$ cat config.mk
export PLATFORM = sky130hd
export DESIGN_NAME = aisl_top
export DESIGN_NICKNAME = d
export VERILOG_FILES = /design/src/verilog/aisl_top.v
export VERILOG_INCLUDE_DIRS = /design/src /design/src/verilog
export SDC_FILE = /design/constraint.sdc
export NUM_CORES = 1
export LEC_CHECK = 0
export ABC_AREA = 1
export BUFFER_PORTS_ARGS = -buffer_cell sky130_fd_sc_hd__buf_2
export CAP_MARGIN = 0
export CORE_UTILIZATION = 30
export CTS_CLUSTER_DIAMETER = 60
export DETAILED_ROUTE_END_ITERATION = 10
export PLACE_DENSITY = 0.54
export SLEW_MARGIN = 20
export SYNTH_ARGS = -nofsm -noshare
export SYNTH_HDL_FRONTEND = slang
export SYNTH_SLANG_ARGS = --single-unit
$ cat constraint.sdc
create_clock -name hclk -period 2.7 [get_ports hclk]
set_input_delay 0.27 -clock hclk [delete_from_list [all_inputs] [get_ports hclk]]
set_output_delay 0.27 -clock hclk [all_outputs]
set_load 0.02 [all_outputs]
$ cat src/verilog/aisl_regs.vh
/*
  Register indices, field positions, reset values, alarm codes and timing
  constants for the alarm and information status block.
  Assumes a 32-bit AHB-Lite register bus; byte address = 4 * register index.
*/
`ifndef AISL_REGS_VH
`define AISL_REGS_VH

// Register indices (byte address is four times the index)
`define AISL_IDX_OVL_ALM_TH    18'h00180
`define AISL_IDX_DEV_ALM_TH    18'h00181
`define AISL_IDX_DRV_TMP_TH    18'h001a0
`define AISL_IDX_OVL_TIME_TH   18'h001a1
`define AISL_IDX_SPEED_TH      18'h001a2
`define AISL_IDX_DEV_INFO_TH   18'h001a5
`define AISL_IDX_MTR_TMP_TH    18'h001a8
`define AISL_IDX_OVOLT_TH      18'h001ab
`define AISL_IDX_USR_SEL       18'h001bc
`define AISL_IDX_USR_INV       18'h001bd
`define AISL_IDX_LED_EN        18'h001be
`define AISL_IDX_AUTO_CLR      18'h001bf
`define AISL_IDX_INFO_ACT      18'h007c0
`define AISL_IDX_STATUS        18'h007d0
`define AISL_IDX_INFO_CLR      18'h007d1
`define AISL_IDX_BUS_ERR_EN    18'h06188

// Reset values
`define AISL_RST_OVL_ALM_TH    32'h00000032
`define AISL_RST_DEV_ALM_TH    32'h0000012c
`define AISL_RST_DRV_TMP_TH    32'h00000055
`define AISL_RST_OVL_TIME_TH   32'h00000032
`define AISL_RST_SPEED_TH      32'h00000000
`define AISL_RST_DEV_INFO_TH   32'h0000012c
`define AISL_RST_MTR_TMP_TH    32'h00000055
`define AISL_RST_OVOLT_TH      32'h00000276
`define AISL_RST_USR_SEL       8'h80
`define AISL_RST_USR_INV       1'b0
`define AISL_RST_LED_EN        1'b1
`define AISL_RST_AUTO_CLR      1'b1
`define AISL_RST_BUS_ERR_EN    1'b1
`define AISL_RST_INFO_ACT      6'h3f

// Number of signals the user-assigned output can select
`define AISL_USR_NSRC          8'h10

// Alarm codes
`define AISL_CODE_NONE         8'h00
`define AISL_CODE_WRAP         8'h72
`define AISL_CODE_BUS          8'h81
`define AISL_CODE_NETMOD       8'h82
`define AISL_CODE_OVERLOAD     8'h30
`define AISL_CODE_DEVIATION    8'h10

// Status register field positions
`define AISL_ST_CODE_LSB       0
`define AISL_ST_ACTIVE         8
`define AISL_ST_EXCITE         9
`define AISL_ST_INFO_LSB       16
`define AISL_ST_SUMMARY        22

// Timing: clock rate and LED blink half period
`define AISL_CLK_KHZ           100000
`define AISL_BLINK_HALF_MS     250

`endif

$ cat src/verilog/aisl_top.v
/*
  Alarm and information status logic of a stepper driver: alarm raising,
  excitation handling, alarm clear handshake, information bits, summary,
  user-assigned output and LED, with an AHB-Lite register slave.
  Reads take one wait state; writes complete without waits.
  Fatal codes (wrap setting, network module) are cleared only by hresetn.
  Information bits follow or latch their cause as auto clear selects.
  Assumes one 100 MHz clock; measurements and fault flags come from logic
  on the same clock; alarm_clear_in and run_cmd_in are asynchronous pins.
  Measurements arrive unsigned, already scaled to threshold units.
*/
// The AHB-Lite interface to the registers was decided locally.
// Contract
// - Wrap setting mismatch at power-up raises 72h, cuts current, needs power cycle.
// - Lost host link raises 81h, current kept, any reset operation clears.
// - Network module fault raises 82h, current cut, cleared by power cycle only.
// - Non-excitation alarm cuts motor current and leaves the brake engaged.
// - Excitation alarm keeps current on and holds the present position.
// - Bus error alarm enabled by a setting, 1 enables, default 1.
// - Overload alarm at configurable threshold in 0.1 s units, default 50.
// - Deviation alarm when deviation exceeds threshold in 0.01 rev, default 300.
// - Any alarm drops alarm status and motion outputs and stops the motor.
// - Clear input with cause gone clears alarm, raises status and ready.
// - Each information condition asserts its own information bit output.
// - User-assigned output follows one selected internal signal.
// - Any reflected information condition asserts the summary output.
// - A reflected information condition makes the LED blink blue.
// - Information conditions never stop or de-energise the motor.
// - Action setting 0 asserts only the bit, summary and LED unchanged.
// - Driver temperature information at configurable threshold, default 85.
// - Motor temperature information at configurable threshold, default 85.
// - Speed information disabled at threshold 0, default 0.
// - Deviation information at configurable threshold, default 300.
// - With auto clear on, bits and summary drop when cause disappears.
`timescale 1ns/1ps
`include "aisl_regs.vh"

module aisl_top #(
  parameter BLINK_HALF_CYC = `AISL_BLINK_HALF_MS * `AISL_CLK_KHZ,
  parameter NINFO          = 6
) (
  input  wire        hclk,
  input  wire        hresetn,
  input  wire        hsel,
  input  wire [31:0] haddr,
  input  wire [1:0]  htrans,
  input  wire        hwrite,
  input  wire [2:0]  hsize,
  input  wire [31:0] hwdata,
  input  wire        hready,
  output reg         hreadyout,
  output reg  [31:0] hrdata,
  output reg         hresp,
  input  wire        alarm_clear_in,
  input  wire        run_cmd_in,
  input  wire        wrap_mismatch,
  input  wire        host_link_lost,
  input  wire        net_module_fault,
  input  wire [31:0] overload_time,
  input  wire [31:0] position_deviation,
  input  wire [31:0] driver_temp,
  input  wire [31:0] motor_temp,
  input  wire [31:0] motor_speed,
  input  wire [31:0] bus_voltage,
  output reg         alarm_status_out,
  output reg         motion_active_out,
  output reg         ready_out,
  output reg         motor_current_en,
  output reg         motor_stop,
  output reg         brake_release,
  output reg  [7:0]  alarm_code,
  output reg  [5:0]  info_bits_out,
  output reg         info_summary_out,
  output reg         user_assigned_info_out,
  output reg         power_fault_led_blue,
  output reg         power_fault_led_red
);

  // Register storage
  reg [31:0] ovl_alm_th;
  reg [31:0] dev_alm_th;
  reg [31:0] drv_tmp_th;
  reg [31:0] ovl_time_th;
  reg [31:0] speed_th;
  reg [31:0] dev_info_th;
  reg [31:0] mtr_tmp_th;
  reg [31:0] ovolt_th;
  reg [7:0]  usr_sel;
  reg        usr_inv;
  reg        led_en;
  reg        auto_clr;
  reg [5:0]  info_act;
  reg        bus_err_en;

  // Bus state
  reg        wr_pend;
  reg        rd_pend;
  reg [17:0] bus_idx;
  reg [5:0]  info_clr_req;

  // Pin synchronisers and alarm state
  reg [1:0]  sync_a;
  reg [1:0]  sync_b;
  reg        por_done;
  reg        alarm_active;
  reg        alarm_excite;
  reg [5:0]  info_bits;
  reg [31:0] blink_cnt;
  reg        blink_phase;

  // Synchronised pins and address-phase decode
  wire       clear_req = sync_b[0];
  wire       run_cmd   = sync_b[1];
  wire       addr_ok   = hsel & htrans[1] & hready;
  wire       wr_en     = wr_pend;

  // Alarm causes
  // Overload trips at the threshold, deviation only above it
  wire       cause_bus  = host_link_lost & bus_err_en;
  wire       cause_ovl  = overload_time >= ovl_alm_th;
  wire       cause_dev  = position_deviation > dev_alm_th;
  wire       cause_wrap = ~por_done & wrap_mismatch;
  wire       clearable  = (alarm_code != `AISL_CODE_WRAP) && (alarm_code != `AISL_CODE_NETMOD);
  wire       cause_any  = cause_bus | cause_ovl | cause_dev | net_module_fault;

  // Information conditions, one bit per condition
  wire [5:0] info_cond;
  assign info_cond[0] = driver_temp >= drv_tmp_th;
  assign info_cond[1] = overload_time >= ovl_time_th;
  assign info_cond[2] = (speed_th != 32'h0) & (motor_speed >= speed_th);
  assign info_cond[3] = position_deviation >= dev_info_th;
  assign info_cond[4] = motor_temp >= mtr_tmp_th;
  assign info_cond[5] = bus_voltage >= ovolt_th;

  wire       summary = |(info_bits & info_act);

  // Signals the user-assigned output can follow; select above range reads 0
  // Index 6 is a constant low, matching the const-off default
  wire [15:0] usr_src = {5'h00, summary, ready_out, motion_active_out,
                         alarm_status_out, 1'b0, info_bits[5:0]};
  wire        usr_hit = (usr_sel < `AISL_USR_NSRC) ? usr_src[usr_sel[3:0]] : 1'b0;

  // Status word for software, assembled field by field
  reg  [31:0] status_word;
  always @* begin
    status_word                         = 32'h0;
    status_word[`AISL_ST_CODE_LSB +: 8] = alarm_code;
    status_word[`AISL_ST_ACTIVE]        = alarm_active;
    status_word[`AISL_ST_EXCITE]        = alarm_excite;
    status_word[`AISL_ST_INFO_LSB +: 6] = info_bits;
    status_word[`AISL_ST_SUMMARY]       = summary;
  end

  // Synchronise the asynchronous pins through two flip-flops
  // Bit 0 carries the clear pin, bit 1 the run command
  always @(posedge hclk or negedge hresetn) begin
    if (!hresetn) begin
      sync_a <= 2'h0;
      sync_b <= 2'h0;
    end else begin
      sync_a <= {run_cmd_in, alarm_clear_in};
      sync_b <= sync_a;
    end
  end

  // AHB-Lite slave: writes finish with zero wait, reads take one wait state
  always @(posedge hclk or negedge hresetn) begin
    if (!hresetn) begin
      wr_pend   <= 1'b0;
      rd_pend   <= 1'b0;
      bus_idx   <= 18'h0;
      hreadyout <= 1'b1;
      hresp     <= 1'b0;
      hrdata    <= 32'h0;
    end else begin
      hresp <= 1'b0;
      // Second cycle of a read: drive the data and release the wait
      if (rd_pend) begin
        rd_pend   <= 1'b0;
        hreadyout <= 1'b1;
        hrdata    <= rd_mux(bus_idx);
      end else begin
        // Address phase: a write is remembered for its data phase
        wr_pend <= addr_ok & hwrite;
        if (addr_ok) begin
          bus_idx <= haddr[19:2];
        end
        if (addr_ok & ~hwrite) begin
          rd_pend   <= 1'b1;
          hreadyout <= 1'b0;
        end
      end
    end
  end

  // Read multiplexer; unmapped indices read zero
  // Narrow fields are zero-extended to the word
  function [31:0] rd_mux;
    input [17:0] idx;
    begin
      case (idx)
        `AISL_IDX_OVL_ALM_TH:  rd_mux = ovl_alm_th;
        `AISL_IDX_DEV_ALM_TH:  rd_mux = dev_alm_th;
        `AISL_IDX_DRV_TMP_TH:  rd_mux = drv_tmp_th;
        `AISL_IDX_OVL_TIME_TH: rd_mux = ovl_time_th;
        `AISL_IDX_SPEED_TH:    rd_mux = speed_th;
        `AISL_IDX_DEV_INFO_TH: rd_mux = dev_info_th;
        `AISL_IDX_MTR_TMP_TH:  rd_mux = mtr_tmp_th;
        `AISL_IDX_OVOLT_TH:    rd_mux = ovolt_th;
        `AISL_IDX_USR_SEL:     rd_mux = {24'h0, usr_sel};
        `AISL_IDX_USR_INV:     rd_mux = {31'h0, usr_inv};
        `AISL_IDX_LED_EN:      rd_mux = {31'h0, led_en};
        `AISL_IDX_AUTO_CLR:    rd_mux = {31'h0, auto_clr};
        `AISL_IDX_INFO_ACT:    rd_mux = {26'h0, info_act};
        `AISL_IDX_STATUS:      rd_mux = status_word;
        `AISL_IDX_BUS_ERR_EN:  rd_mux = {31'h0, bus_err_en};
        default:               rd_mux = 32'h0;
      endcase
    end
  endfunction

  // Register writes in the data phase
  // The info clear is a one-cycle strobe, so a held value never
  // clears a bit that is raised again later
  always @(posedge hclk or negedge hresetn) begin
    if (!hresetn) begin
      ovl_alm_th   <= `AISL_RST_OVL_ALM_TH;
      dev_alm_th   <= `AISL_RST_DEV_ALM_TH;
      drv_tmp_th   <= `AISL_RST_DRV_TMP_TH;
      ovl_time_th  <= `AISL_RST_OVL_TIME_TH;
      speed_th     <= `AISL_RST_SPEED_TH;
      dev_info_th  <= `AISL_RST_DEV_INFO_TH;
      mtr_tmp_th   <= `AISL_RST_MTR_TMP_TH;
      ovolt_th     <= `AISL_RST_OVOLT_TH;
      usr_sel      <= `AISL_RST_USR_SEL;
      usr_inv      <= `AISL_RST_USR_INV;
      led_en       <= `AISL_RST_LED_EN;
      auto_clr     <= `AISL_RST_AUTO_CLR;
      info_act     <= `AISL_RST_INFO_ACT;
      bus_err_en   <= `AISL_RST_BUS_ERR_EN;
      info_clr_req <= 6'h00;
    end else begin
      info_clr_req <= 6'h00;
      if (wr_en) begin
        case (bus_idx)
          `AISL_IDX_OVL_ALM_TH:  ovl_alm_th  <= hwdata;
          `AISL_IDX_DEV_ALM_TH:  dev_alm_th  <= hwdata;
          `AISL_IDX_DRV_TMP_TH:  drv_tmp_th  <= hwdata;
          `AISL_IDX_OVL_TIME_TH: ovl_time_th <= hwdata;
          `AISL_IDX_SPEED_TH:    speed_th    <= hwdata;
          `AISL_IDX_DEV_INFO_TH: dev_info_th <= hwdata;
          `AISL_IDX_MTR_TMP_TH:  mtr_tmp_th  <= hwdata;
          `AISL_IDX_OVOLT_TH:    ovolt_th    <= hwdata;
          `AISL_IDX_USR_SEL:     usr_sel     <= hwdata[7:0];
          `AISL_IDX_USR_INV:     usr_inv     <= hwdata[0];
          `AISL_IDX_LED_EN:      led_en      <= hwdata[0];
          `AISL_IDX_AUTO_CLR:    auto_clr    <= hwdata[0];
          `AISL_IDX_INFO_ACT:    info_act    <= hwdata[5:0];
          `AISL_IDX_INFO_CLR:    info_clr_req <= hwdata[5:0];
          `AISL_IDX_BUS_ERR_EN:  bus_err_en  <= hwdata[0];
          default:               info_clr_req <= 6'h00;
        endcase
      end
    end
  end

  // Alarm capture: power-up check, priority of causes, clear handshake
  // Fatal codes may replace an excitation alarm; any other cause
  // keeps the first code so software sees what tripped first
  always @(posedge hclk or negedge hresetn) begin
    if (!hresetn) begin
      por_done     <= 1'b0;
      alarm_active <= 1'b0;
      alarm_excite <= 1'b1;
      alarm_code   <= `AISL_CODE_NONE;
    end else begin
      por_done <= 1'b1;
      if (cause_wrap) begin
        alarm_active <= 1'b1;
        alarm_excite <= 1'b0;
        alarm_code   <= `AISL_CODE_WRAP;
      end else if (net_module_fault && (!alarm_active || alarm_excite)) begin
        alarm_active <= 1'b1;
        alarm_excite <= 1'b0;
        alarm_code   <= `AISL_CODE_NETMOD;
      end else if (!alarm_active && cause_bus) begin
        alarm_active <= 1'b1;
        alarm_excite <= 1'b1;
        alarm_code   <= `AISL_CODE_BUS;
      end else if (!alarm_active && cause_ovl) begin
        alarm_active <= 1'b1;
        alarm_excite <= 1'b1;
        alarm_code   <= `AISL_CODE_OVERLOAD;
      end else if (!alarm_active && cause_dev) begin
        alarm_active <= 1'b1;
        alarm_excite <= 1'b1;
        alarm_code   <= `AISL_CODE_DEVIATION;
      end else if (alarm_active && clear_req && clearable && !cause_any) begin
        alarm_active <= 1'b0;
        alarm_excite <= 1'b1;
        alarm_code   <= `AISL_CODE_NONE;
      end
    end
  end

  // Information bit per condition: set wins, auto clear or software clear
  // A same-cycle condition beats a clear so no event is lost
  genvar gi;
  generate
    for (gi = 0; gi < NINFO; gi = gi + 1) begin : g_info
      always @(posedge hclk or negedge hresetn) begin
        if (!hresetn) begin
          info_bits[gi] <= 1'b0;
        end else if (info_cond[gi]) begin
          info_bits[gi] <= 1'b1;
        end else if (auto_clr || info_clr_req[gi]) begin
          info_bits[gi] <= 1'b0;
        end
      end
    end
  endgenerate

  // Blink timer for the indicator LED
  // Free-running; the LED output gates it, so no start handshake
  always @(posedge hclk or negedge hresetn) begin
    if (!hresetn) begin
      blink_cnt   <= 32'h0;
      blink_phase <= 1'b0;
    end else if (blink_cnt >= BLINK_HALF_CYC - 1) begin
      blink_cnt   <= 32'h0;
      blink_phase <= ~blink_phase;
    end else begin
      blink_cnt <= blink_cnt + 32'h1;
    end
  end

  // Registered outputs; information never touches motion or current
  // Excitation alarms keep current and the brake released; fatal ones
  // cut current and let the brake hold the shaft
  always @(posedge hclk or negedge hresetn) begin
    if (!hresetn) begin
      alarm_status_out       <= 1'b0;
      motion_active_out      <= 1'b0;
      ready_out              <= 1'b0;
      motor_current_en       <= 1'b0;
      motor_stop             <= 1'b1;
      brake_release          <= 1'b0;
      info_bits_out          <= 6'h00;
      info_summary_out       <= 1'b0;
      user_assigned_info_out <= 1'b0;
      power_fault_led_blue   <= 1'b0;
      power_fault_led_red    <= 1'b0;
    end else begin
      alarm_status_out       <= ~alarm_active;
      motion_active_out      <= ~alarm_active & run_cmd;
      ready_out              <= ~alarm_active;
      motor_stop             <= alarm_active;
      motor_current_en       <= ~alarm_active | alarm_excite;
      brake_release          <= ~alarm_active | alarm_excite;
      info_bits_out          <= info_bits;
      info_summary_out       <= summary;
      user_assigned_info_out <= usr_hit ^ usr_inv;
      power_fault_led_blue   <= summary & led_en & blink_phase;
      power_fault_led_red    <= alarm_active;
    end
  end

endmodule

Yosys cells after proc, flatten, opt, wreduce, memory -nomap -nowiden

Cells that the tools add are included.

Register bits: 401
Latch bits: 0
Memory bits (writable): 0
ROM bits: 0
Input port bits: 271
Output and inout bits: 58
Logic and storage cells: 177
Memories kept: 0

Add/sub/neg operators: 1
Multiply operators: 0
Div/mod/pow operators: 0
Order comparisons: 11
Eq/ne operators: 18
Shift-type cells: 0
Muxes and demuxes: 41
Bitwise gates (word level): 21
Reductions and logical operators: 42

Operators by type and width:

| cell                    | count |
|---|---|
| $pmux W32 S15           | 1 |
| $ge A32 B32 Y1          | 7 |
| $eq A18 B9 Y1 const B   | 12 |
| $eq A18 B11 Y1 const B  | 3 |
| $mux W8                 | 6 |
| $add A32 B1 Y32 const B | 1 |
| $ge A32 B25 Y1 const B  | 1 |
| $gt A32 B32 Y1          | 1 |
| $mux W32                | 1 |
| $reduce_bool A32 Y1     | 1 |
| $mux W1                 | 30 |
| $reduce_and A2 Y1       | 15 |
| $eq A18 B15 Y1 const B  | 1 |
| $reduce_bool A2 Y1      | 7 |
| $mux W6                 | 2 |
| $and A1 B1 Y1           | 10 |
| $logic_and A1 B1 Y1     | 8 |
| $lt A8 B5 Y1 const B    | 1 |
| $ne A8 B7 Y1 const B    | 1 |
| $ne A8 B8 Y1 const B    | 1 |
| $logic_or A1 B1 Y1      | 7 |
| $and A6 B6 Y6           | 1 |
| $reduce_bool A6 Y1      | 1 |
| $reduce_or A6 Y1        | 1 |
| other kinds (6)         | 14 |

Logic depth before layout (Yosys ltp)

Depth after elaboration: 12
Mapped depth: 18
Depth with buffers taken out: 18

Least setup slack after synthesis

Ideal clock, no wire load.

Kind: reg-to-reg
Start point: reg ovl_alm_th[5]
End point: reg alarm_excite
Data arrival time: 1.800 ns
Path slack: 0.821 ns
Stages on the path, launching flop included: 16
Buffers on the path: 0
Cell sequence: dfstp_2 -> inv_1 -> ha_1 -> nand2_1 -> nor2_1 -> nand3_1 -> nor2_1 -> nor2_1 -> nand2_1 -> nand2_1 -> nand2_1 -> nor2_1 -> nand2_1 -> nand2_1 -> o21bai_1 -> nand2_1

Word-level cells in the longest chain between the ends: 7
Elaborated cells on any way between the ends: 12

Ends and longest elaborated chain:

| item                         | line           | RTL |
|---|---|---|
| from (decl)                  | aisl_top.v:80  | `reg [31:0] ovl_alm_th;` |
| from (signal assigned)       | aisl_top.v:227 | `` ovl_alm_th <= `AISL_RST_OVL_ALM_TH; `` |
| from (signal assigned)       | aisl_top.v:246 | `` `AISL_IDX_OVL_ALM_TH: ovl_alm_th <= hwdata; `` |
| $ge A32 B32 Y1 *             | aisl_top.v:120 | `wire cause_ovl = overload_time >= ovl_alm_th;` |
| $or A1 B1 Y1 (3 in series)   | aisl_top.v:124 | `wire cause_any = cause_bus \| cause_ovl \| cause_dev \| net_module_fault;` |
| $logic_not A1 Y1             | aisl_top.v:298 | `end else if (alarm_active && clear_req && clearable && !cause_any) begin` |
| $logic_and A1 B1 Y1          | aisl_top.v:298 |  |
| $reduce_bool A6 Y1 (no line) | --             |  |
| to (signal assigned)         | aisl_top.v:292 | `alarm_excite <= 1'b1;` |
| to (signal assigned)         | aisl_top.v:296 | `alarm_excite <= 1'b1;` |
| to (signal assigned)         | aisl_top.v:300 | `alarm_excite <= 1'b1;` |
| to (decl)                    | aisl_top.v:106 | `reg alarm_excite;` |

Mark *: on every way between the ends. The rest lies on a longest branch, timed or not.
A chain may end at the register's enable or synchronous reset.

Worst setup path in the final report

Start point: reg ovl_alm_th[31]
End point: reg alarm_active

Word-level cells in the longest chain between the ends: 7
Elaborated cells on any way between the ends: 12

Ends and longest elaborated chain:

| item                         | line           | RTL |
|---|---|---|
| $ge A32 B32 Y1 *             | aisl_top.v:120 |  |
| $or A1 B1 Y1 (3 in series)   | aisl_top.v:124 |  |
| $logic_not A1 Y1             | aisl_top.v:298 |  |
| $logic_and A1 B1 Y1          | aisl_top.v:298 |  |
| $reduce_bool A6 Y1 (no line) | --             |  |
| to (signal assigned)         | aisl_top.v:291 | `alarm_active <= 1'b1;` |
| to (signal assigned)         | aisl_top.v:295 | `alarm_active <= 1'b1;` |
| to (signal assigned)         | aisl_top.v:299 | `alarm_active <= 1'b0;` |
| to (decl)                    | aisl_top.v:105 | `reg alarm_active;` |

Marked as above.

==> impl_metrics.csv <==
group,metric,value,unit
setup_path,setup.worst_path.start_class,"flip-flop",
final_layout,design_area,28800,µm²
run_status,outcome,"complete, no violations",
global_routing,grtUsageTotal,21.4,%
logic_synthesis,ys_seq_area_share,42.4,%
setup_path,cp.required,3.16,ns
route,vias,21185,
timing,period_share,89.4,%
power,internal_power,11300,µW
power,peakVddDrop,0.000445,V
power,p_seq_share,41.1,%
placement,dpl.hpwl,67000,µm
power,p_switching,3850,µW
logic_synthesis,synth_warnings,0,
route,routed_wl,85700,µm
setup_path,rr_startpoint,"ovl_alm_th[31]$_DFFE_PN0P_",
route,wl_per_cell,19.5,µm
power,power_frac_clock,50.3,%
die,rows,102,
die,dieHeight,283,µm
final_layout,area_growth,21.8,%
clock_tree,h-tree-depth,2,
final_layout,drive_above_1_share,16.5,%
global_routing,antenna_found_initial,0,
clock_tree,cts_tree,"done",
placement,io_buffers,307,
setup_path,endpoint_kind,"flip-flop",
clock_tree,post_cts_resize_count,0,
timing,rsz0062_at_grt,"no",
final_layout,fin_util,37.1,%
timing,hold_violations,0,
logic_synthesis,ys_ff_latch,399,
setup_path,arrival,2.87,ns
clock_tree,worstSkewPairLatency,0.62,ns
clock_tree,cts_sinks,399,
final_layout,fillers,8154,
setup_path,worst-path-max-fanout,7,
die,die_w,283,µm
clock_tree,post-cts-setup-buffer-count,0,
setup_path,cpMostUsedCell,"nand2_1",
route,drc,0,
timing,max_slew_margin,37.9,%
timing,tightestPinTransition,0.920,ns
final_layout,final_nets,3834,
placement,dpl_cell_area,26700,µm²
logic_synthesis,synth.distinct_cells,52,
timing,tns,0,ns
final_layout,n_antenna_cell,0,
setup_path,cp_cell_sequence,"inv_1 > ha_1 > nand2_1 > inv_1 > nand3_1 > inv_1 > nand2_1 > nand2_1 > a21oi_1 > nand2_1 > nor2_1 > nand2_1 > buf_4 > nand2_1 > nand3_1",
global_routing,grt_pass1_wl,126000,µm
worst_hold_path,min_path_type,"primary input to flip-flop",
global_routing,grt-ovfl-total,0,
clock_tree,cts.reportedPaths.clkPinSlew,0.06,ns
placement,gp_routability_congestion,0.875,
power,sw_frac_of_total,25.5,%
timing,clock_skew,0.0324,ns
clock_tree,root_buffer,"clkbuf_16",
global_routing,grt_pass1_vias,19892,
timing,whs,0.0594,ns
timing,max_freq,414,MHz
die,num_io_pins,329,
route,vias_per_cell,4.83,
power,combinationalPowerShare,8.5,%
route,drtIter0Drc,1524,
worst_hold_path,min_from,"hwdata[21]",
route,drt_pass1_iterations,6,
global_routing,grt_max_degree,87,
clock_tree,clk_path_buf_depth,3,
job,max_cap_violations,0,
die,die_area,80000,µm²
power,p_leak,0.0173,µW
logic_synthesis,avgSynthCellArea,8.02,µm²
clock_tree,cts_buffers,54,
setup_path,startpoint,"ovl_alm_th[31]$_DFFE_PN0P_",
route,ant_nets,0,
setup_path,crit_type,"flip-flop to flip-flop",
logic_synthesis,synth_area,23700,µm²
timing,fin_crit,2.41,ns
die,start_util,30.4,%
die,core_area,77700,µm²
setup_path,critPathMaxStageDelay,0.38,ns
setup_path,crit_path_top_delay_cell,"a21oi_1",
logic_synthesis,netlist_instances,2951,
power,p_per_area,524,nW/µm²
timing,drv_slew,0,
timing,setup_viol,0,
[cells in the mapped netlist (all sizes together)]
| cell | instances | share of area (%) |
|---|---|---|
| nor4 | 15 | 0.40 |
| nand4 | 56 | 1.6 |
| dfstp | 41 | 4.6 |
| dfrtp | 358 | 38 |
| a21o | 2 | 0.063 |
| a31oi | 4 | 0.11 |
| clkinv | 1 | 0.016 |
| ha | 257 | 14 |
| o221ai | 4 | 0.15 |
| nand2 | 728 | 12 |
| xor2 | 13 | 0.48 |
| a21oi | 176 | 3.7 |
| o21bai | 2 | 0.063 |
| nand3b | 2 | 0.063 |
| nor3b | 1 | 0.032 |
| o31ai | 4 | 0.13 |
| nor2 | 171 | 3.0 |
| or3 | 1 | 0.026 |
| a211oi | 5 | 0.16 |
| o21a | 9 | 0.29 |
| o221a | 1 | 0.048 |
| mux2 | 6 | 0.29 |
| o211ai | 21 | 0.67 |
| clkbuf | 65 | 1.0 |
| conb | 2 | 0.032 |
| o311ai | 2 | 0.074 |
| and3 | 4 | 0.11 |
| buf | 40 | 1.0 |
| o21ai | 320 | 6.8 |
| or2 | 3 | 0.079 |
| inv | 445 | 7.1 |
| nor3 | 39 | 0.96 |
| o22ai | 89 | 2.4 |
| xnor2 | 2 | 0.074 |
| o2111ai | 4 | 0.15 |
| nand3 | 57 | 1.4 |
| o211a | 1 | 0.042 |
[registers in the layout (all words and copies together) (netlist names), 2 cells and up]
name,count
speed_th,32
info_bits,6
info_clr_req,6
ovolt_th,32
sync_a,2
dev_alm_th,32
alarm_code,6
info_bits_out,6
ovl_time_th,32
blink_cnt,32
info_act,6
usr_sel,8
sync_b,2
dev_info_th,32
mtr_tmp_th,32
ovl_alm_th,32
drv_tmp_th,32
bus_idx,18
hrdata,32
[cell type report]
cell class / instances / area, µm² / share of cell area [%]
sequential: 399 / 10000 / 34.8
tap: 1040 / 1300 / 4.52
inverter: 446 / 1670 / 5.81
timing repair buffer: 395 / 2420 / 8.39
clock buffer: 74 / 1570 / 5.44
multi-input combinational: 2010 / 11500 / 39.9
clock inverter: 22 / 320 / 1.11
[worst max-delay path, delay by kind of cell, from the launching register on]
kind                     cells  cell delay, ns
buffers and inverters        4            0.32
AND/OR/NAND/NOR              9            0.91
flip-flops                   1            0.37
adder cells (fa/ha/maj)      1            0.28
AO/OA/AOI/OAI                1            0.38
[metrics by stage]
| step | instances | total power (µW) | setup slack (ns) |
|---|---|---|---|
| 2_1_floorplan | 2960 | 6880 | 0.821 |
| 3_3_place_gp | 4266 | 7580 | 0.323 |
| 3_5_place_dp | 4266 | 7590 | 0.326 |
| 4_1_cts | 4386 | 15300 | 0.314 |
| 5_1_grt | 4386 | 15600 | 0.0623 |
| 6_report | 4386 | 15100 | 0.287 |
[cells in the final DEF, fill, tap and decap left out, types with 13 or more instances in the layout]
| cell | n |
|---|---|
| nand2_1 | 723 |
| inv_1 | 439 |
| dfrtp_1 | 358 |
| buf_2 | 306 |
| o21ai_0 | 270 |
| ha_1 | 257 |
| a21oi_1 | 176 |
| nor2_1 | 156 |
| o22ai_1 | 89 |
| clkbuf_16 | 55 |
| nand4_1 | 53 |
| buf_4 | 52 |
| o21ai_1 | 50 |
| nand3_1 | 49 |
| dfstp_2 | 41 |
| nor3_1 | 35 |
| dlygate4sd3_1 | 24 |
| o211ai_1 | 21 |
| nor4_1 | 15 |
| xor2_1 | 13 |
[path summary, 6_finish.rpt]
kind / to / slack [ns] / cells past startpoint
worst max-delay path: alarm_active$_DFFE_PN0P_ / 0.29 / 15
worst min-delay path: mtr_tmp_th[21]$_DFFE_PN0P_ / 0.06 / 3
worst max register to register: alarm_active$_DFFE_PN0P_ / 0.29 / 15
worst min register to register: sync_b[1]$_DFF_PN0_ / 0.35 / 0
max in group asynchronous: dev_alm_th[20]$_DFFE_PN0P_ / 1.72 / 3
min in group asynchronous: blink_cnt[5]$_DFF_PN0_ / 0.16 / 2
[power by group through the flow]
stage	Sequential, µW	Clock [µW]	Combinational (µW)
CTS	6220	7740	1310
floorplan	6350	0	523
global route	6230	7970	1440
finish	6220	7610	1290
global placement	6320	0	1260
detailed placement	6320	0	1270
[timing repair]
action,in CTS,in global routing
setup endpoints to repair,0,0
hold buffers,24,0
hold endpoints to repair,273,0
[cells by family (layout without fill, tap and decap cells)]
logic type,after synthesis,after routing,share of synthesized area [%]
AOI/OAI and AO/OA,644,644,14.8
muxes,6,6,0.286
DFF,399,399,42.4
and+or+nand+nor,1077,1077,19.2
xor gates and xnor gates,15,15,0.555
buffers and inverters,551,937,9.12
other,2,11,0.0317
adders and majority gates,257,257,13.6
[routing by layer]
metal	routed length [µm]	vias up	global-route usage (%)
li1	-	10439	-
met4	2740	0	7.37
met1	40200	10010	30.3
met3	4720	126	2.45
met5	0	-	0
met2	38000	610	33.7
Note: power is estimated with default switching activity, not from simulation.
